File: config.mk
export PLATFORM = sky130hd
export DESIGN_NAME = itvf_ctrl
export DESIGN_NICKNAME = d
export VERILOG_FILES = /design/src/hw/itvf_pkg.sv /design/src/hw/itvf_ctrl.sv /design/src/hw/itvf_reg_mem.sv
export SDC_FILE = /design/constraint.sdc
export NUM_CORES = 1
export LEC_CHECK = 0
export BUFFER_PORTS_ARGS = -buffer_cell sky130_fd_sc_hd__buf_4
export CAP_MARGIN = 20
export CORE_MARGIN = 4
export CORE_UTILIZATION = 50
export CTS_CLUSTER_DIAMETER = 100
export DETAILED_ROUTE_END_ITERATION = 10
export PLACE_DENSITY = 0.73
export SYNTH_ARGS = -nofsm -noshare
export SYNTH_HDL_FRONTEND = slang
export SYNTH_SLANG_ARGS = --single-unit
File: constraint.sdc
create_clock -name clk_i -period 4.2 [get_ports clk_i]
set_input_delay 0.84 -clock clk_i [delete_from_list [all_inputs] [get_ports clk_i]]
set_output_delay 0.84 -clock clk_i [all_outputs]
set_load 0.03 [all_outputs]
File: src/hw/itvf_pkg.sv
// Package: register map, field layout, reset values and carriers for the exposure/frame block
package itvf_pkg;
  localparam logic [7:0] ITVF_ADDR_INT_HIGH = 8'h4e;
  localparam logic [7:0] ITVF_ADDR_INT_LOW = 8'h4f;
  localparam logic [7:0] ITVF_ADDR_VRD_HIGH = 8'h50;
  localparam logic [7:0] ITVF_ADDR_VRD_LOW = 8'h51;
  localparam logic [7:0] ITVF_ADDR_VCW_HIGH = 8'h52;
  localparam logic [7:0] ITVF_ADDR_VCW_LOW = 8'h53;
  localparam logic [7:0] ITVF_ADDR_WIN_WIDTH_HIGH = 8'h4b;
  localparam logic [7:0] ITVF_ADDR_WIN_WIDTH_LOW = 8'h4c;
  // Window width reset is a plain default
  localparam logic [2:0] ITVF_RST_WIN_WIDTH_HIGH = 3'h0;
  localparam logic [7:0] ITVF_RST_WIN_WIDTH_LOW = 8'h00;
  localparam int ITVF_BIT_RESERVED = 7;
  localparam int ITVF_BIT_TOGGLE = 6;
  localparam logic [5:0] ITVF_RST_INT_HIGH = 6'h04;
  localparam logic [7:0] ITVF_RST_INT_LOW = 8'h00;
  localparam logic [5:0] ITVF_RST_VRD_HIGH = 6'h04;
  localparam logic [7:0] ITVF_RST_VRD_LOW = 8'h27;
  localparam logic [5:0] ITVF_RST_VCW_HIGH = 6'h05;
  localparam logic [7:0] ITVF_RST_VCW_LOW = 8'h00;
  localparam logic [13:0] ITVF_ONE_14 = 14'h0001;
  typedef logic [13:0] itvf_count_t;
  // One register write from the serial link front end
  typedef struct packed {
    logic en;
    logic [7:0] addr;
    logic [7:0] data;
  } itvf_wr_s;
  // Active frame geometry seen by the timing generator
  typedef struct packed {
    itvf_count_t rows;
    itvf_count_t cols;
    itvf_count_t exposure;
  } itvf_geom_s;
endpackage

File: src/hw/itvf_ctrl.sv
// Exposure registers with frame-end commit and virtual frame size registers
// Function
// - Exposure count is fourteen bits, two bytes
// - Exposure lasts count plus one rows
// - New count accepted only on toggle flip
// - Commit only at frame boundary, never partial
// - High register: reserved, toggle, count[13:8]
// - Low register holds count bits seven to zero
// - Row depth fourteen bits at 50/51
// - Frame is window plus blanking rows, columns
// - Frame size sets frame period; exposure comes from count only
// - No checking or clamping of frame size
// - Continuous mode exposure ignores window changes
// - Window sits at frame top-left corner
// - Window column width eleven bits, two bytes
// - Column width fourteen bits at 52/53
`timescale 1ns/10ps
module itvf_ctrl
  import itvf_pkg::*;
(
  input wire logic clk_i,
  input wire logic rst_n_i,
  input wire itvf_wr_s wr_i,
  input wire logic rd_en_i,
  input wire logic [7:0] rd_addr_i,
  input wire logic frame_end_i,
  output logic [7:0] rd_data_o,
  output logic rd_valid_o,
  output itvf_geom_s geom_o,
  output logic [13:0] blank_rows_base_o,
  output logic [13:0] blank_cols_base_o,
  output logic toggle_o
);
  ////////////////////////////////////////////////////////////////////////////
  // Decode
  function automatic logic is_frame_reg(input logic [7:0] a);
    is_frame_reg = (a >= ITVF_ADDR_VRD_HIGH) && (a <= ITVF_ADDR_VCW_LOW);
  endfunction

  logic shadow_low_reg_en;
  logic high_wr;
  logic low_wr;
  logic [7:0] int_high_reg;
  logic [7:0] int_low_reg;
  logic committed_toggle_reg;
  itvf_count_t active_count_reg;
  logic [7:0] mem_rd;
  logic [13:0] rows;
  logic [13:0] cols;
  logic rd_is_mem_reg;
  logic [7:0] rd_local_reg;
  logic rd_pend_reg;
  logic win_high_wr;
  logic win_low_wr;
  logic [2:0] win_width_high_reg;
  logic [7:0] win_width_low_reg;

  assign high_wr = wr_i.en && (wr_i.addr == ITVF_ADDR_INT_HIGH);
  assign low_wr = wr_i.en && (wr_i.addr == ITVF_ADDR_INT_LOW);
  assign shadow_low_reg_en = low_wr;
  assign win_high_wr = wr_i.en && (wr_i.addr == ITVF_ADDR_WIN_WIDTH_HIGH);
  assign win_low_wr = wr_i.en && (wr_i.addr == ITVF_ADDR_WIN_WIDTH_LOW);

  ////////////////////////////////////////////////////////////////////////////
  // Shadow integration bytes; all eight bits of the high byte are kept
  always_ff @(posedge clk_i or negedge rst_n_i)
  begin
    if (!rst_n_i)
      int_high_reg <= {2'h0, ITVF_RST_INT_HIGH};
    else if (high_wr)
      int_high_reg <= wr_i.data;
  end

  always_ff @(posedge clk_i or negedge rst_n_i)
  begin
    if (!rst_n_i)
      int_low_reg <= ITVF_RST_INT_LOW;
    else if (shadow_low_reg_en)
      int_low_reg <= wr_i.data;
  end

  ////////////////////////////////////////////////////////////////////////////
  // Window column width; stored and read back only, exposure never uses it
  always_ff @(posedge clk_i or negedge rst_n_i)
  begin
    if (!rst_n_i)
      win_width_high_reg <= ITVF_RST_WIN_WIDTH_HIGH;
    else if (win_high_wr)
      win_width_high_reg <= wr_i.data[2:0];
  end

  always_ff @(posedge clk_i or negedge rst_n_i)
  begin
    if (!rst_n_i)
      win_width_low_reg <= ITVF_RST_WIN_WIDTH_LOW;
    else if (win_low_wr)
      win_width_low_reg <= wr_i.data;
  end

  ////////////////////////////////////////////////////////////////////////////
  // Frame-boundary commit; writes between frames never leak into the active value
  always_ff @(posedge clk_i or negedge rst_n_i)
  begin
    if (!rst_n_i)
    begin
      committed_toggle_reg <= 1'b0;
      active_count_reg <= {ITVF_RST_INT_HIGH, ITVF_RST_INT_LOW};
    end
    else if (frame_end_i && (int_high_reg[ITVF_BIT_TOGGLE] != committed_toggle_reg))
    begin
      committed_toggle_reg <= int_high_reg[ITVF_BIT_TOGGLE];
      active_count_reg <= {int_high_reg[5:0], int_low_reg};
    end
  end

  ////////////////////////////////////////////////////////////////////////////
  // Virtual frame size store
  itvf_reg_mem u_mem (
    .clk_i(clk_i),
    .rst_n_i(rst_n_i),
    .wr_en_i(wr_i.en && is_frame_reg(wr_i.addr)),
    .wr_idx_i(wr_i.addr[1:0] - ITVF_ADDR_VRD_HIGH[1:0]),
    .wr_data_i(wr_i.data),
    .rd_idx_i(rd_addr_i[1:0] - ITVF_ADDR_VRD_HIGH[1:0]),
    .rd_data_o(mem_rd),
    .rows_o(rows),
    .cols_o(cols)
  );

  ////////////////////////////////////////////////////////////////////////////
  // Read path, two cycles: a cycle of latency traded for a flopped output
  always_ff @(posedge clk_i or negedge rst_n_i)
  begin
    if (!rst_n_i)
    begin
      rd_pend_reg <= 1'b0;
      rd_is_mem_reg <= 1'b0;
      rd_local_reg <= 8'h00;
    end
    else
    begin
      rd_pend_reg <= rd_en_i;
      rd_is_mem_reg <= is_frame_reg(rd_addr_i);
      if (rd_addr_i == ITVF_ADDR_INT_HIGH)
        rd_local_reg <= int_high_reg;
      else if (rd_addr_i == ITVF_ADDR_INT_LOW)
        rd_local_reg <= int_low_reg;
      else if (rd_addr_i == ITVF_ADDR_WIN_WIDTH_HIGH)
        rd_local_reg <= {5'h00, win_width_high_reg};
      else if (rd_addr_i == ITVF_ADDR_WIN_WIDTH_LOW)
        rd_local_reg <= win_width_low_reg;
      else
        rd_local_reg <= 8'h00;
    end
  end

  // Data stands until the next read answers
  always_ff @(posedge clk_i or negedge rst_n_i)
  begin
    if (!rst_n_i)
    begin
      rd_valid_o <= 1'b0;
      rd_data_o <= 8'h00;
    end
    else
    begin
      rd_valid_o <= rd_pend_reg;
      if (rd_pend_reg)
        rd_data_o <= rd_is_mem_reg ? mem_rd : rd_local_reg;
    end
  end

  ////////////////////////////////////////////////////////////////////////////
  // Geometry outputs; frame size passed through unchecked, no clamp
  always_ff @(posedge clk_i or negedge rst_n_i)
  begin
    if (!rst_n_i)
    begin
      geom_o <= '0;
      blank_rows_base_o <= 14'h0000;
      blank_cols_base_o <= 14'h0000;
      toggle_o <= 1'b0;
    end
    else
    begin
      geom_o.rows <= rows + ITVF_ONE_14;
      geom_o.cols <= cols + ITVF_ONE_14;
      geom_o.exposure <= active_count_reg + ITVF_ONE_14;
      // Window anchored at origin, so both blanking bases are held at zero
      blank_rows_base_o <= 14'h0000;
      blank_cols_base_o <= 14'h0000;
      toggle_o <= committed_toggle_reg;
    end
  end

  ////////////////////////////////////////////////////////////////////////////
  // Checks
  a_commit_on_flip: assert property (@(posedge clk_i) disable iff (!rst_n_i)
    (frame_end_i && int_high_reg[ITVF_BIT_TOGGLE] != committed_toggle_reg)
      |=> active_count_reg == $past({int_high_reg[5:0], int_low_reg}))
    else $error("count not committed on toggle flip");
  a_hold_no_flip: assert property (@(posedge clk_i) disable iff (!rst_n_i)
    !(frame_end_i && int_high_reg[ITVF_BIT_TOGGLE] != committed_toggle_reg)
      |=> $stable(active_count_reg))
    else $error("count changed without toggle flip");
  a_no_midframe: assert property (@(posedge clk_i) disable iff (!rst_n_i)
    !frame_end_i
      |=> $stable(committed_toggle_reg))
    else $error("commit outside frame boundary");
  a_exposure_plus: assert property (@(posedge clk_i) disable iff (!rst_n_i)
    1'b1
      |=> geom_o.exposure == $past(active_count_reg) + 14'h0001)
    else $error("exposure not count plus one");
  a_high_stores: assert property (@(posedge clk_i) disable iff (!rst_n_i)
    high_wr
      |=> int_high_reg == $past(wr_i.data))
    else $error("high byte not stored");
  a_low_stores: assert property (@(posedge clk_i) disable iff (!rst_n_i)
    low_wr
      |=> int_low_reg == $past(wr_i.data))
    else $error("low byte not stored");
  a_rows_follow: assert property (@(posedge clk_i) disable iff (!rst_n_i)
    (wr_i.en && wr_i.addr == ITVF_ADDR_VRD_LOW) ##1 1'b1
      |=> geom_o.rows[7:0] == $past(wr_i.data, 2) + 8'h01)
    else $error("row depth low byte not applied");
  a_read_valid: assert property (@(posedge clk_i) disable iff (!rst_n_i)
    rd_en_i && rd_addr_i == ITVF_ADDR_INT_LOW
      |=> ##1 rd_valid_o && rd_data_o == $past(int_low_reg, 2))
    else $error("low register readback wrong");
  a_win_width_store: assert property (@(posedge clk_i) disable iff (!rst_n_i)
    win_low_wr
      |=> win_width_low_reg == $past(wr_i.data))
    else $error("window width low byte not stored");
  a_exposure_no_win: assert property (@(posedge clk_i) disable iff (!rst_n_i)
    (win_low_wr || win_high_wr) && !frame_end_i
      |=> $stable(active_count_reg))
    else $error("window write changed exposure");
  a_toggle_mirror: assert property (@(posedge clk_i) disable iff (!rst_n_i)
    1'b1
      |=> toggle_o == $past(committed_toggle_reg))
    else $error("toggle output not committed value");
endmodule // itvf_ctrl

File: src/hw/itvf_reg_mem.sv
// Small byte store for the virtual frame size registers, registered read data
`timescale 1ns/10ps
module itvf_reg_mem
  import itvf_pkg::*;
(
  input wire logic clk_i,
  input wire logic rst_n_i,
  input wire logic wr_en_i,
  input wire logic [1:0] wr_idx_i,
  input wire logic [7:0] wr_data_i,
  input wire logic [1:0] rd_idx_i,
  output logic [7:0] rd_data_o,
  output logic [13:0] rows_o,
  output logic [13:0] cols_o
);
  logic [7:0] mem_reg [4];

  always_ff @(posedge clk_i or negedge rst_n_i)
  begin
    if (!rst_n_i)
    begin
      mem_reg[0] <= {2'h0, ITVF_RST_VRD_HIGH};
      mem_reg[1] <= ITVF_RST_VRD_LOW;
      mem_reg[2] <= {2'h0, ITVF_RST_VCW_HIGH};
      mem_reg[3] <= ITVF_RST_VCW_LOW;
    end
    else if (wr_en_i)
    begin
      // High bytes keep only six bits; unused bits read as zero
      mem_reg[wr_idx_i] <= wr_idx_i[0] ? wr_data_i : {2'h0, wr_data_i[5:0]};
    end
  end

  always_ff @(posedge clk_i or negedge rst_n_i)
  begin
    if (!rst_n_i)
      rd_data_o <= 8'h00;
    else
      rd_data_o <= mem_reg[rd_idx_i];
  end

  assign rows_o = {mem_reg[0][5:0], mem_reg[1]};
  assign cols_o = {mem_reg[2][5:0], mem_reg[3]};
endmodule // itvf_reg_mem

After elaboration in Yosys (flattened, before gate mapping) --
Index checks and enable logic that the tools add are counted.
Word-level totals: input bits 29, register bits after elaboration 144, output and inout bits 80, logic and storage cells 62
Operators by class: equal/unequal tests 9, bitwise operators 2, multiplexer cells 12, add/subtract/negate cells 3, magnitude comparators 7, reduce and logical (&&, ||, !) cells 9
Operators by type and width (count):
- 8-bit two-way mux | 9
- 8-bit by 7-bit == test with 1-bit output, second input constant | 8
- 14-bit by 1-bit adder with 14-bit output, second input constant | 3
- 32-bit bitwise mux | 1
- 8-bit binary-select mux with 2-bit select | 1
- 8-bit demux with 2-bit select | 1
- 8-bit by 7-bit >= comparator with 1-bit output, second input constant | 2
- 8-bit by 7-bit less-or-equal comparator with 1-bit output, second input constant | 2
- 1-bit logical AND | 9
- 3-bit >= comparator, second input constant | 2
- 2-bit inverter with 3-bit output | 2
- 3-bit by 1-bit less-than comparator with 1-bit output, second input constant | 1
- 1-bit inequality test | 1

Longest topological paths before layout --
Gate-level depths: netlist of run 1.
depth after elaboration 6, gate-level depth with buffers 5, depth with buffers taken out 5

By module --
From an unflattened synthesis of run 1, not the netlist that was laid out.
Second synthesis, totals: cells, all modules 483, area total of the unflattened synthesis 6456.2 um^2
Modules (own cells, without submodules):
- itvf_ctrl | area each 4650.7 um^2, cells an instance 369, instances 1, seq. area each 2605.0 um^2
- itvf_reg_mem | area each 1805.5 um^2, cells an instance 114, instances 1, seq. area each 1009.7 um^2

Worst setup path after synthesis of run 1 --
Ideal clock, no wire load.
kind input port to flip-flop, start input wr_i[13] (netlist bit), end register win_width_high_reg[0], data arrival time 1.861 ns, stages 4, slack 2.214 ns, setup time 0.125 ns, path through and4bb_1 nand3b_1 nor3_1 mux2_2
On the way: word-level cells in the longest chain between the ends 2
Ends and longest elaborated chain:
- from (decl) | line itvf_ctrl.sv:23 | input wire itvf_wr_s wr_i,
- 8-bit by 7-bit == test with 1-bit output | line itvf_ctrl.sv:61 | assign win_high_wr = wr_i.en && (wr_i.addr == ITVF_ADDR_WIN_WIDTH_HIGH);
- 1-bit logical AND | line itvf_ctrl.sv:61
- to (signal assigned) | line itvf_ctrl.sv:89 | win_width_high_reg <= wr_i.data[2:0];
- to (decl) | line itvf_ctrl.sv:55 | logic [2:0] win_width_high_reg;
Every way passes these cells. A chain may end at the register's enable or synchronous reset.

Worst setup path after layout of run 1 --
start input wr_i[13] (netlist bit), end register u_mem.mem_reg (netlist bit u_mem.rows_o[9])
On the way: word-level cells in the longest chain between the ends 3, elaborated cells on any way between the ends 4
Ends and longest elaborated chain:
- 8-bit by 7-bit >= comparator with 1-bit output or 8-bit by 7-bit less-or-equal comparator with 1-bit output (tied branches) | line itvf_ctrl.sv:37 | is_frame_reg = (a >= ITVF_ADDR_VRD_HIGH) && (a <= ITVF_ADDR_VCW_LOW);
- 1-bit logical AND * | line itvf_ctrl.sv:37
- 1-bit logical AND * | line itvf_ctrl.sv:121 | .wr_en_i(wr_i.en && is_frame_reg(wr_i.addr)),
- to (signal, indexed assignment) | line itvf_reg_mem.sv:30 | mem_reg[wr_idx_i] <= wr_idx_i[0] ? wr_data_i : {2'h0, wr_data_i[5:0]};
- to (decl) | line itvf_reg_mem.sv:16 | logic [7:0] mem_reg [4];
Mark *: on every way between the ends. The rest lies on a longest branch, timed or not.

==> results.json, run 1 <==
{
  "outcome": "finished, final reports clean",
  "dp_slack_ps": 1930,
  "clockBufferDepth": 2,
  "hold_path_depth": 0,
  "reg2reg_slack_ps": 2600,
  "htree_levels": 4,
  "drv_cap": 0,
  "cts_tree": "yes",
  "ys.warnings.count": 0,
  "die_height_um": 118,
  "max-vdd-ir-drop_mv": 0.299,
  "finalPower_mw": 3.34,
  "dp_cells": 666,
  "cp-startpoint": "wr_i[13]",
  "dieArea_um2": 14000,
  "cts_resized": 0,
  "final_cells": 698,
  "cp_max_fo": 8,
  "drive_gt1_share_pct": 37.9,
  "fin_crit_ps": 1870,
  "synth_cell_types": 39,
  "layout_commonest_cell": "dfrtp_1",
  "clk_latency_ps": 420,
  "grt_pass1_vias": 3803,
  "synth_area_um2": 6090,
  "cts_root_buffer": "clkbuf_16",
  "largest_reg_flops": 42,
  "crit_path_end_kind": "flop",
  "antenna_left": 0,
  "drt_pre_antenna_iters": 5,
  "cts_setup_buffers": 0,
  "start_kind": "primary input",
  "num_vias": 3735,
  "drt_iter0_drc": 314,
  "skew_ps": 7.10,
  "finalSetupViolCount": 0,
  "via_per_inst": 5.35,
  "fin_setup_tns_ps": 0,
  "tightest_slew_ps": 885,
  "p_leak_nw": 3.65,
  "synthArstFlopShare_pct": 100,
  "fin_nets": 570,
  "diodes": 0,
  "arrival_ps": 2170,
  "syn_avg_cell_area_um2": 13.6,
  "chipWidth_um": 118,
  "worst_slack_ps": 2330,
  "maxSlewViolCount": 0,
  "cts_inserted_buffers": 17,
  "rsz0062_at_grt": "no",
  "regMostFlops": "geom_o",
  "path_class": "in -> reg",
  "grt_use_total_pct": 18.9,
  "synth_ff_type": "dfrtp_1",
  "ioPinCount": 109,
  "final_util_pct": 61.4,
  "coreArea_um2": 12000,
  "gp_congestion": 0.832,
  "rows": 40,
  "max_freq_mhz": 535,
  "synth_edf_count": 0,
  "hp-class": "reg -> reg",
  "numPortBuffers": 80,
  "regToRegEndpoint": "active_count_reg[2]",
  "finalCritPeriodShare_pct": 44.5,
  "power.density_nw_per_um2": 454,
  "cts_hold_buf": 0,
  "syn_inst": 447,
  "layout_common_cells": "dfrtp_1 (135), buf_4 (81), mux2_2 (70), conb_1 (28), nand2_1 (26)",
  "ys_ff_latch": 144,
  "syn_to_final_growth_pct": 20.6,
  "min_to": "toggle_o",
  "grt_pass1_wl_um": 20600,
  "n_fill_cell": 924,
  "ys_seq_area_share_pct": 59.4,
  "initial_core_util_pct": 50.9,
  "worst_setup_hold_path_clk_slew_ps": 60,
  "route.detailed.drc": 0,
  "dp_hpwl_um": 8840,
  "worstReg2RegStart": "int_high_reg[6]",
  "routedWlPerCell_um": 18.1,
  "reg2reg_depth": 3,
  "hold_start": "committed_toggle_reg",
  "antenna_found_initial": 0,
  "cts.sinks": 144,
  "cp.required_ps": 4500,
  "grt_max_degree": 102,
  "relSlewSlack_pct": 41.0,
  "wl_um": 12600,
  "hold_viol": 0,
  "overflow": 0
}
## logic make-up (layout without fill, tap and decap cells)
kind of cell	Yosys count	count (layout)	synth area share [%]
xor+xnor	37	37	5.32
flops	144	144	59.4
other cells	1	28	0.0616
buf+inv	43	120	4.58
simple gates	109	109	10.2
fa+ha+maj	3	3	0.616
mux	86	86	17.2
compound gates	24	24	2.65
## critical path, stage by stage
cell      delay (ps)
buf_4            100
and4bb_1         290
and3_1           380
nand2_2          220
mux2_2           320
## cell type report
class	instances	area [µm²]	share of cell area [%]
timing repair buffer	82	619	8.43
tap	147	184	2.50
sequential	144	3610	49.2
inverter	6	22.5	0.307
clock inverter	12	159	2.16
multi-input combinational	287	2300	31.3
clock buffer	20	447	6.08
## worst max-delay path by stage
stage | endpoint | slack, ps | cells after the start
after CTS | u_mem.rows_o[9] | 2360 | 5
after floorplan | win_width_high_reg[0] | 2210 | 4
final | u_mem.rows_o[9] | 2330 | 5
after global routing | u_mem.rows_o[8] | 2260 | 5
after detailed placement | u_mem.rows_o[8] | 1930 | 5
after global placement | u_mem.rows_o[3] | 1980 | 5
## where the power goes
| group | total [mW] | internal, mW | switching (mW) | leakage [nW] |
|---|---|---|---|---|
| sequential | 1.51 | 1.46 | 0.0560 | 1.93 |
| combinational | 0.292 | 0.110 | 0.182 | 1.44 |
| clock | 1.53 | 0.952 | 0.577 | 0.279 |
| total | 3.34 | 2.52 | 0.815 | 3.65 |
## layer usage
metal / share of wire, % / GRT usage, % / vias to the layer above
met2: 49 / 29.7 / 156
met1: 42 / 25.9 / 1867
met3: 8.1 / 4.78 / 17
li1: - / - / 1695
met4: 1.3 / 6.08 / 0
met5: 0 / 0 / -
## metrics by stage
stage	hold slack (ps)	instance area [µm²]
CTS	431	7340
finish	428	7340
detailed placement	418	6740
global route	457	7340
floorplan	352	6190
global placement	410	6740
## synth_stat cells, drive strengths merged, types with 9 or more instances
master,n,share of area [%]
nand3,17,1.8
nor2,23,1.4
xnor2,21,3.0
dfstp,9,3.9
buf,33,4.0
xor2,16,2.3
nand2,30,2.0
dfrtp,135,55
mux2,70,13
(Power assumes the default switching activity.)
==> inputs of run 2 (changes only) <==
==> constraint.sdc (replaced) <==
create_clock -name clk_i -period 1.9 [get_ports clk_i]
set_input_delay 0.38 -clock clk_i [delete_from_list [all_inputs] [get_ports clk_i]]
set_output_delay 0.38 -clock clk_i [all_outputs]
set_load 0.03 [all_outputs]
==> results.json, run 2 (same netlist as run 1, synthesis figures left out) <==
{
  "cts_hold_buf": 1,
  "drv_cap": 0,
  "numPortBuffers": 80,
  "via_per_inst": 5.30,
  "reg2reg_slack_ps": 360,
  "cts_resized": 0,
  "fin_crit_ps": 1540,
  "maxSlewViolCount": 0,
  "skew_ps": 6.30,
  "outcome": "finished, final reports clean",
  "dp_cells": 668,
  "regToRegEndpoint": "geom_o[27]",
  "start_kind": "flop",
  "dieArea_um2": 14000,
  "power_frac_seq_pct": 45.3,
  "slowest_delay_ps": 490,
  "cp.depth": 4,
  "antenna_found_initial": 0,
  "diodes": 0,
  "layout_common_cells": "dfrtp_1 (135), buf_4 (81), mux2_2 (70), conb_1 (28), nand2_1 (26)",
  "coreArea_um2": 12000,
  "die_height_um": 118,
  "layout_commonest_cell": "dfrtp_1",
  "hold_viol": 0,
  "drive_gt1_share_pct": 38.4,
  "grt_pass1_wl_um": 20200,
  "switching_power_mw": 1.77,
  "finalSetupViolCount": 0,
  "worstReg2RegStart": "u_mem.cols_o[2]",
  "dp_hpwl_um": 8810,
  "htree_levels": 4,
  "clockBufferDepth": 2,
  "p_sw_share_pct": 24.0,
  "gp_congestion": 0.817,
  "p_int_mw": 5.61,
  "worst_setup_hold_path_clk_slew_ps": 60,
  "route.detailed.drc": 0,
  "power.density_nw_per_um2": 998,
  "cts_inserted_buffers": 17,
  "ioPinCount": 109,
  "p_comb_share_pct": 8.9,
  "path_cells": "and4_1 > nand4_1 > nor3_2 > xor2_1",
  "p_leak_nw": 3.69,
  "cp.required_ps": 2230,
  "hp-class": "in -> reg",
  "routedWlPerCell_um": 17.5,
  "regMostFlops": "geom_o",
  "cts.sinks": 144,
  "rsz0062_at_grt": "no",
  "finalCritPeriodShare_pct": 81.2,
  "grt_max_degree": 49,
  "path_class": "reg -> reg",
  "cts_root_buffer": "clkbuf_16",
  "cts_tree": "yes",
  "cts_setup_buffers": 0,
  "wl_um": 12300,
  "antenna_left": 0,
  "fin_nets": 573,
  "max-vdd-ir-drop_mv": 0.499,
  "clk_latency_ps": 410,
  "arrival_ps": 1880,
  "drt_iter0_drc": 330,
  "syn_to_final_growth_pct": 21.5,
  "pwr-share-clk_pct": 45.8,
  "initial_core_util_pct": 50.9,
  "crit_path_end_kind": "flop",
  "hold_start": "rd_en_i",
  "critPathCapture": "geom_o[27]",
  "cp_slowest_cell": "dfrtp_1",
  "relSlewSlack_pct": 65.3,
  "cp-startpoint": "u_mem.cols_o[2]",
  "reg2reg_depth": 4,
  "critPathTopFamily": "simple AND/OR/NAND/NOR gates",
  "largest_reg_flops": 42,
  "cp_max_fo": 7,
  "finalPower_mw": 7.38,
  "chipWidth_um": 118,
  "tightest_slew_ps": 516,
  "final_cells": 701,
  "fin_setup_tns_ps": 0,
  "drt_pre_antenna_iters": 4,
  "grt_use_total_pct": 18.3,
  "max_freq_mhz": 648,
  "path_buf_inv": 0,
  "grt_pass1_vias": 3779,
  "num_vias": 3712,
  "overflow": 0,
  "rows": 40
}
-- run 2: layer usage --
metal,global-route usage [%],vias to the layer above,wire [µm]
met5,0,-,0
met4,5.35,0,189
met3,5.31,15,808
met2,27.2,146,5740
met1,26.5,1853,5550
li1,-,1698,-
-- run 2: cell type report --
cell class	instances	area (µm²)
Multi-Input combinational cell	287	2300
Inverter	6	22.5
Clock inverter	13	160
Tap cell	147	184
Timing Repair Buffer	85	669
Sequential cell	144	3610
Clock buffer	19	453
Fill cell	918	4560
-- run 2: power groups by stage --
stage               combinational, mW  sequential, mW  clock (mW)
floorplan                       0.298            3.49           0
global placement                0.647            3.39           0
finish                          0.657            3.35        3.38
CTS                             0.666            3.35        3.42
global route                    0.707            3.36        3.60
detailed placement              0.661            3.40           0
-- run 2: worst min path at each step --
stage,endpoint,slack (ps),cells past startpoint
3_3_place_gp,geom_o[30],340,1
2_1_floorplan,active_count_reg[0],80,0
3_5_place_dp,geom_o[31],350,1
6_report,rd_pend_reg,70,1
4_1_cts,rd_pend_reg,70,1
5_1_grt,rd_pend_reg,60,1
-- run 2: through the flow --
stage | setup slack, ps | instance area (µm²) | hold WS [ps] | util, %
after floorplan | 374 | 6190 | 84.4 | -
after global placement | 145 | 6780 | 339 | 56.7
after detailed placement | 112 | 6780 | 347 | 56.7
after CTS | 374 | 7400 | 65.3 | 61.9
after global routing | 242 | 7400 | 55.3 | 61.9
final | 357 | 7400 | 71.2 | 61.9
==> inputs of run 3 (changes only) <==
--- a/config.mk
+++ b/config.mk
@@ -5,13 +5,14 @@
 export SDC_FILE = /design/constraint.sdc
 export NUM_CORES = 1
 export LEC_CHECK = 0
+export ABC_AREA = 1
 export BUFFER_PORTS_ARGS = -buffer_cell sky130_fd_sc_hd__buf_4
 export CAP_MARGIN = 20
 export CORE_MARGIN = 4
 export CORE_UTILIZATION = 50
 export CTS_CLUSTER_DIAMETER = 100
 export DETAILED_ROUTE_END_ITERATION = 10
-export PLACE_DENSITY = 0.73
+export PLACE_DENSITY = 0.75
 export SYNTH_ARGS = -nofsm -noshare
 export SYNTH_HDL_FRONTEND = slang
 export SYNTH_SLANG_ARGS = --single-unit
==> constraint.sdc (replaced) <==
create_clock -name clk_i -period 1.4 [get_ports clk_i]
set_input_delay 0.28 -clock clk_i [delete_from_list [all_inputs] [get_ports clk_i]]
set_output_delay 0.28 -clock clk_i [all_outputs]
set_load 0.03 [all_outputs]
==> results.json, run 3 <==
{
  "cp.required_ps": 1710,
  "path_buf_inv": 1,
  "path_common_cell": "nand2_1",
  "finalCritPeriodShare_pct": 103,
  "gp_congestion": 0.999,
  "grt_pass1_wl_um": 25700,
  "violations": "negative setup slack",
  "pwr-share-clk_pct": 41.1,
  "die_height_um": 122,
  "critPathTopFamily": "simple AND/OR/NAND/NOR gates",
  "synth_area_um2": 6540,
  "cp_max_fo": 4,
  "layout_commonest_cell": "nand2_1",
  "hold_viol": 0,
  "drt_iter0_drc": 435,
  "wl_um": 16000,
  "power.density_nw_per_um2": 1400,
  "grt_max_degree": 50,
  "arrival_ps": 1750,
  "fin_area_um2": 8140,
  "synthTopCellsByArea": "dfrtp_1 (52%), nand2_1 (13%), nand3_1 (5.1%)",
  "antenna_found_initial": 0,
  "ys_seq_area_share_pct": 55.3,
  "largest_reg_flops": 42,
  "switching_power_mw": 3.29,
  "rsz0062_at_grt": "yes",
  "diodes": 0,
  "regArea_um2": 3610,
  "rows": 41,
  "synth_ff_type": "dfrtp_1",
  "grt_use_total_pct": 22.2,
  "finalSetupViolCount": 1,
  "clockBufferDepth": 2,
  "via_per_inst": 5.27,
  "dp_hpwl_um": 11300,
  "cp_slowest_cell": "dfstp_2",
  "path_class": "reg -> reg",
  "multiInputGateArea_um2": 2490,
  "skew_ps": 9.67,
  "num_vias": 5453,
  "finalPower_mw": 11.4,
  "slowest_delay_ps": 560,
  "overflow": 0,
  "cts_tree": "yes",
  "dpl_cell_area_um2": 7420,
  "synth_top_area_share_pct": 51.7,
  "hp-class": "in -> reg",
  "regMostFlops": "geom_o",
  "cts_root_buffer": "clkbuf_16",
  "htree_levels": 4,
  "p_sw_share_pct": 28.9,
  "initial_core_util_pct": 51.4,
  "ys_ff_latch": 144,
  "synth_edf_count": 0,
  "dp_slack_ps": -141,
  "layout_common_cells": "nand2_1 (229), dfrtp_1 (135), buf_4 (110), nand3_1 (64), inv_1 (60)",
  "p_int_mw": 8.10,
  "syn_inst": 733,
  "reg2reg_slack_ps": -40,
  "route.detailed.drc": 0,
  "cts_inserted_buffers": 17,
  "synth_commonest_cells": "nand2_1 (230), dfrtp_1 (135), nand3_1 (66)",
  "ys.warnings.count": 0,
  "routedWlPerCell_um": 15.5,
  "drive_gt1_share_pct": 22.2,
  "synthArstFlopShare_pct": 100,
  "power_frac_seq_pct": 43.1,
  "fin_nets": 881,
  "yosysTopAreaCell": "dfrtp_1",
  "syn_avg_cell_area_um2": 8.92,
  "dieArea_um2": 15000,
  "path_cells": "inv_1 > nor3_1 > nand3_1 > nand2_1 > nand2_1",
  "yosysMostFrequentCell": "nand2_1",
  "cts.sinks": 144,
  "worst_slack_ps": -43.3,
  "n_fill_cell": 1049,
  "drt_pre_antenna_iters": 5,
  "maxSlewViolCount": 0,
  "syn_to_final_growth_pct": 24.5,
  "ioPinCount": 109,
  "fin_setup_tns_ps": -43.3,
  "start_kind": "flop",
  "synth_cell_types": 35,
  "crit_path_end_kind": "flop",
  "chipWidth_um": 122,
  "p_leak_nw": 4.18,
  "fin_crit_ps": 1440,
  "grt_pass1_vias": 5244,
  "numPortBuffers": 80,
  "p_comb_share_pct": 15.8,
  "worst_setup_hold_path_clk_slew_ps": 60,
  "max-vdd-ir-drop_mv": 0.867,
  "max_freq_mhz": 693,
  "drv_cap": 0,
  "final_util_pct": 63.9,
  "clk_latency_ps": 430,
  "outcome": "finished with violations",
  "coreArea_um2": 12700,
  "antenna_left": 0
}
==> run 3: cell types whose count changed in the layout (fill, tap and decap cells not counted), moves of 7 or more <==
| cell | change |
|---|---|
| a31oi_1 | +8 |
| and3_1 | -7 |
| buf_4 | +29 |
| inv_1 | +54 |
| mux2_2 | -69 |
| mux2i_1 | -8 |
| mux4_2 | -8 |
| nand2_1 | +203 |
| nand3_1 | +49 |
| nand4_1 | +28 |
| nor2_1 | +16 |
| nor2_2 | +10 |
| o211ai_1 | +8 |
| xnor2_1 | -19 |
==> run 3: path summary, 6_finish.rpt <==
kind	depth (start not counted)	end	from
setup reg to reg	5	geom_o[39]	u_mem.rows_o[10]
min in group asynchronous	2	geom_o[37]	rst_n_i
setup / recovery	5	geom_o[39]	u_mem.rows_o[10]
max in group asynchronous	3	int_high_reg[2]	rst_n_i
hold reg to reg	0	toggle_o	committed_toggle_reg
hold / removal	2	rd_is_mem_reg	rd_addr_i[3]
==> run 3: metal layers <==
metal | part of all wire (%) | up-vias | global-route usage (%) | wire (µm)
li1 | - | 2556 | - | -
met1 | 42 | 2610 | 29.1 | 6660
met2 | 48 | 244 | 35.5 | 7650
met3 | 8.0 | 43 | 5.44 | 1270
met4 | 2.7 | 0 | 9.31 | 434
met5 | 0 | - | 0 | 0
==> run 3: cells by family (layout without fill, tap and decap cells) <==
family	after synthesis	count (layout)	synth area share (%)
AND/OR/NAND/NOR	407	407	28.0
flip-flops	144	144	55.3
buffers and inverters	112	214	8.77
AO/OA/AOI/OAI	41	41	3.94
XOR/XNOR	24	24	3.22
adder cells (fa/ha/maj)	3	3	0.574
other	1	28	0.0574
multiplexers	1	1	0.172
==> run 3: repair_timing <==
action / in CTS / in global routing
hold endpoints to repair: 51 / 0
resized for setup: 2 / 9
hold buffers: 2 / 0
buffers inserted: 0 / 5
pin swaps: 0 / 4
endpoints found under the setup margin: 3 / 7
==> run 3: power groups by stage <==
stage	clock network, mW	registers [mW]	logic [mW]
2_1_floorplan	0	5.34	0.712
6_report	4.68	4.91	1.80
4_1_cts	4.74	4.90	1.81
3_5_place_dp	0	4.96	1.78
5_1_grt	4.92	4.96	1.96
3_3_place_gp	0	4.95	1.75
==> run 3: cell type report <==
| type | count | share of cell area (%) |
|---|---|---|
| well taps | 172 | 2.65 |
| multi-input cells | 504 | 30.6 |
| repair buffers | 118 | 11.8 |
| flip-flops and latches | 144 | 44.4 |
| clock buffers | 18 | 5.40 |
| clock inverters | 14 | 2.23 |
| inverters | 64 | 2.95 |
==> run 3: metrics by stage <==
step	hold WS [ps]	cells
finish	31.9	1034
floorplan	-15.6	760
global route	36.5	1034
global placement	155	995
CTS	20.1	1029
detailed placement	164	995
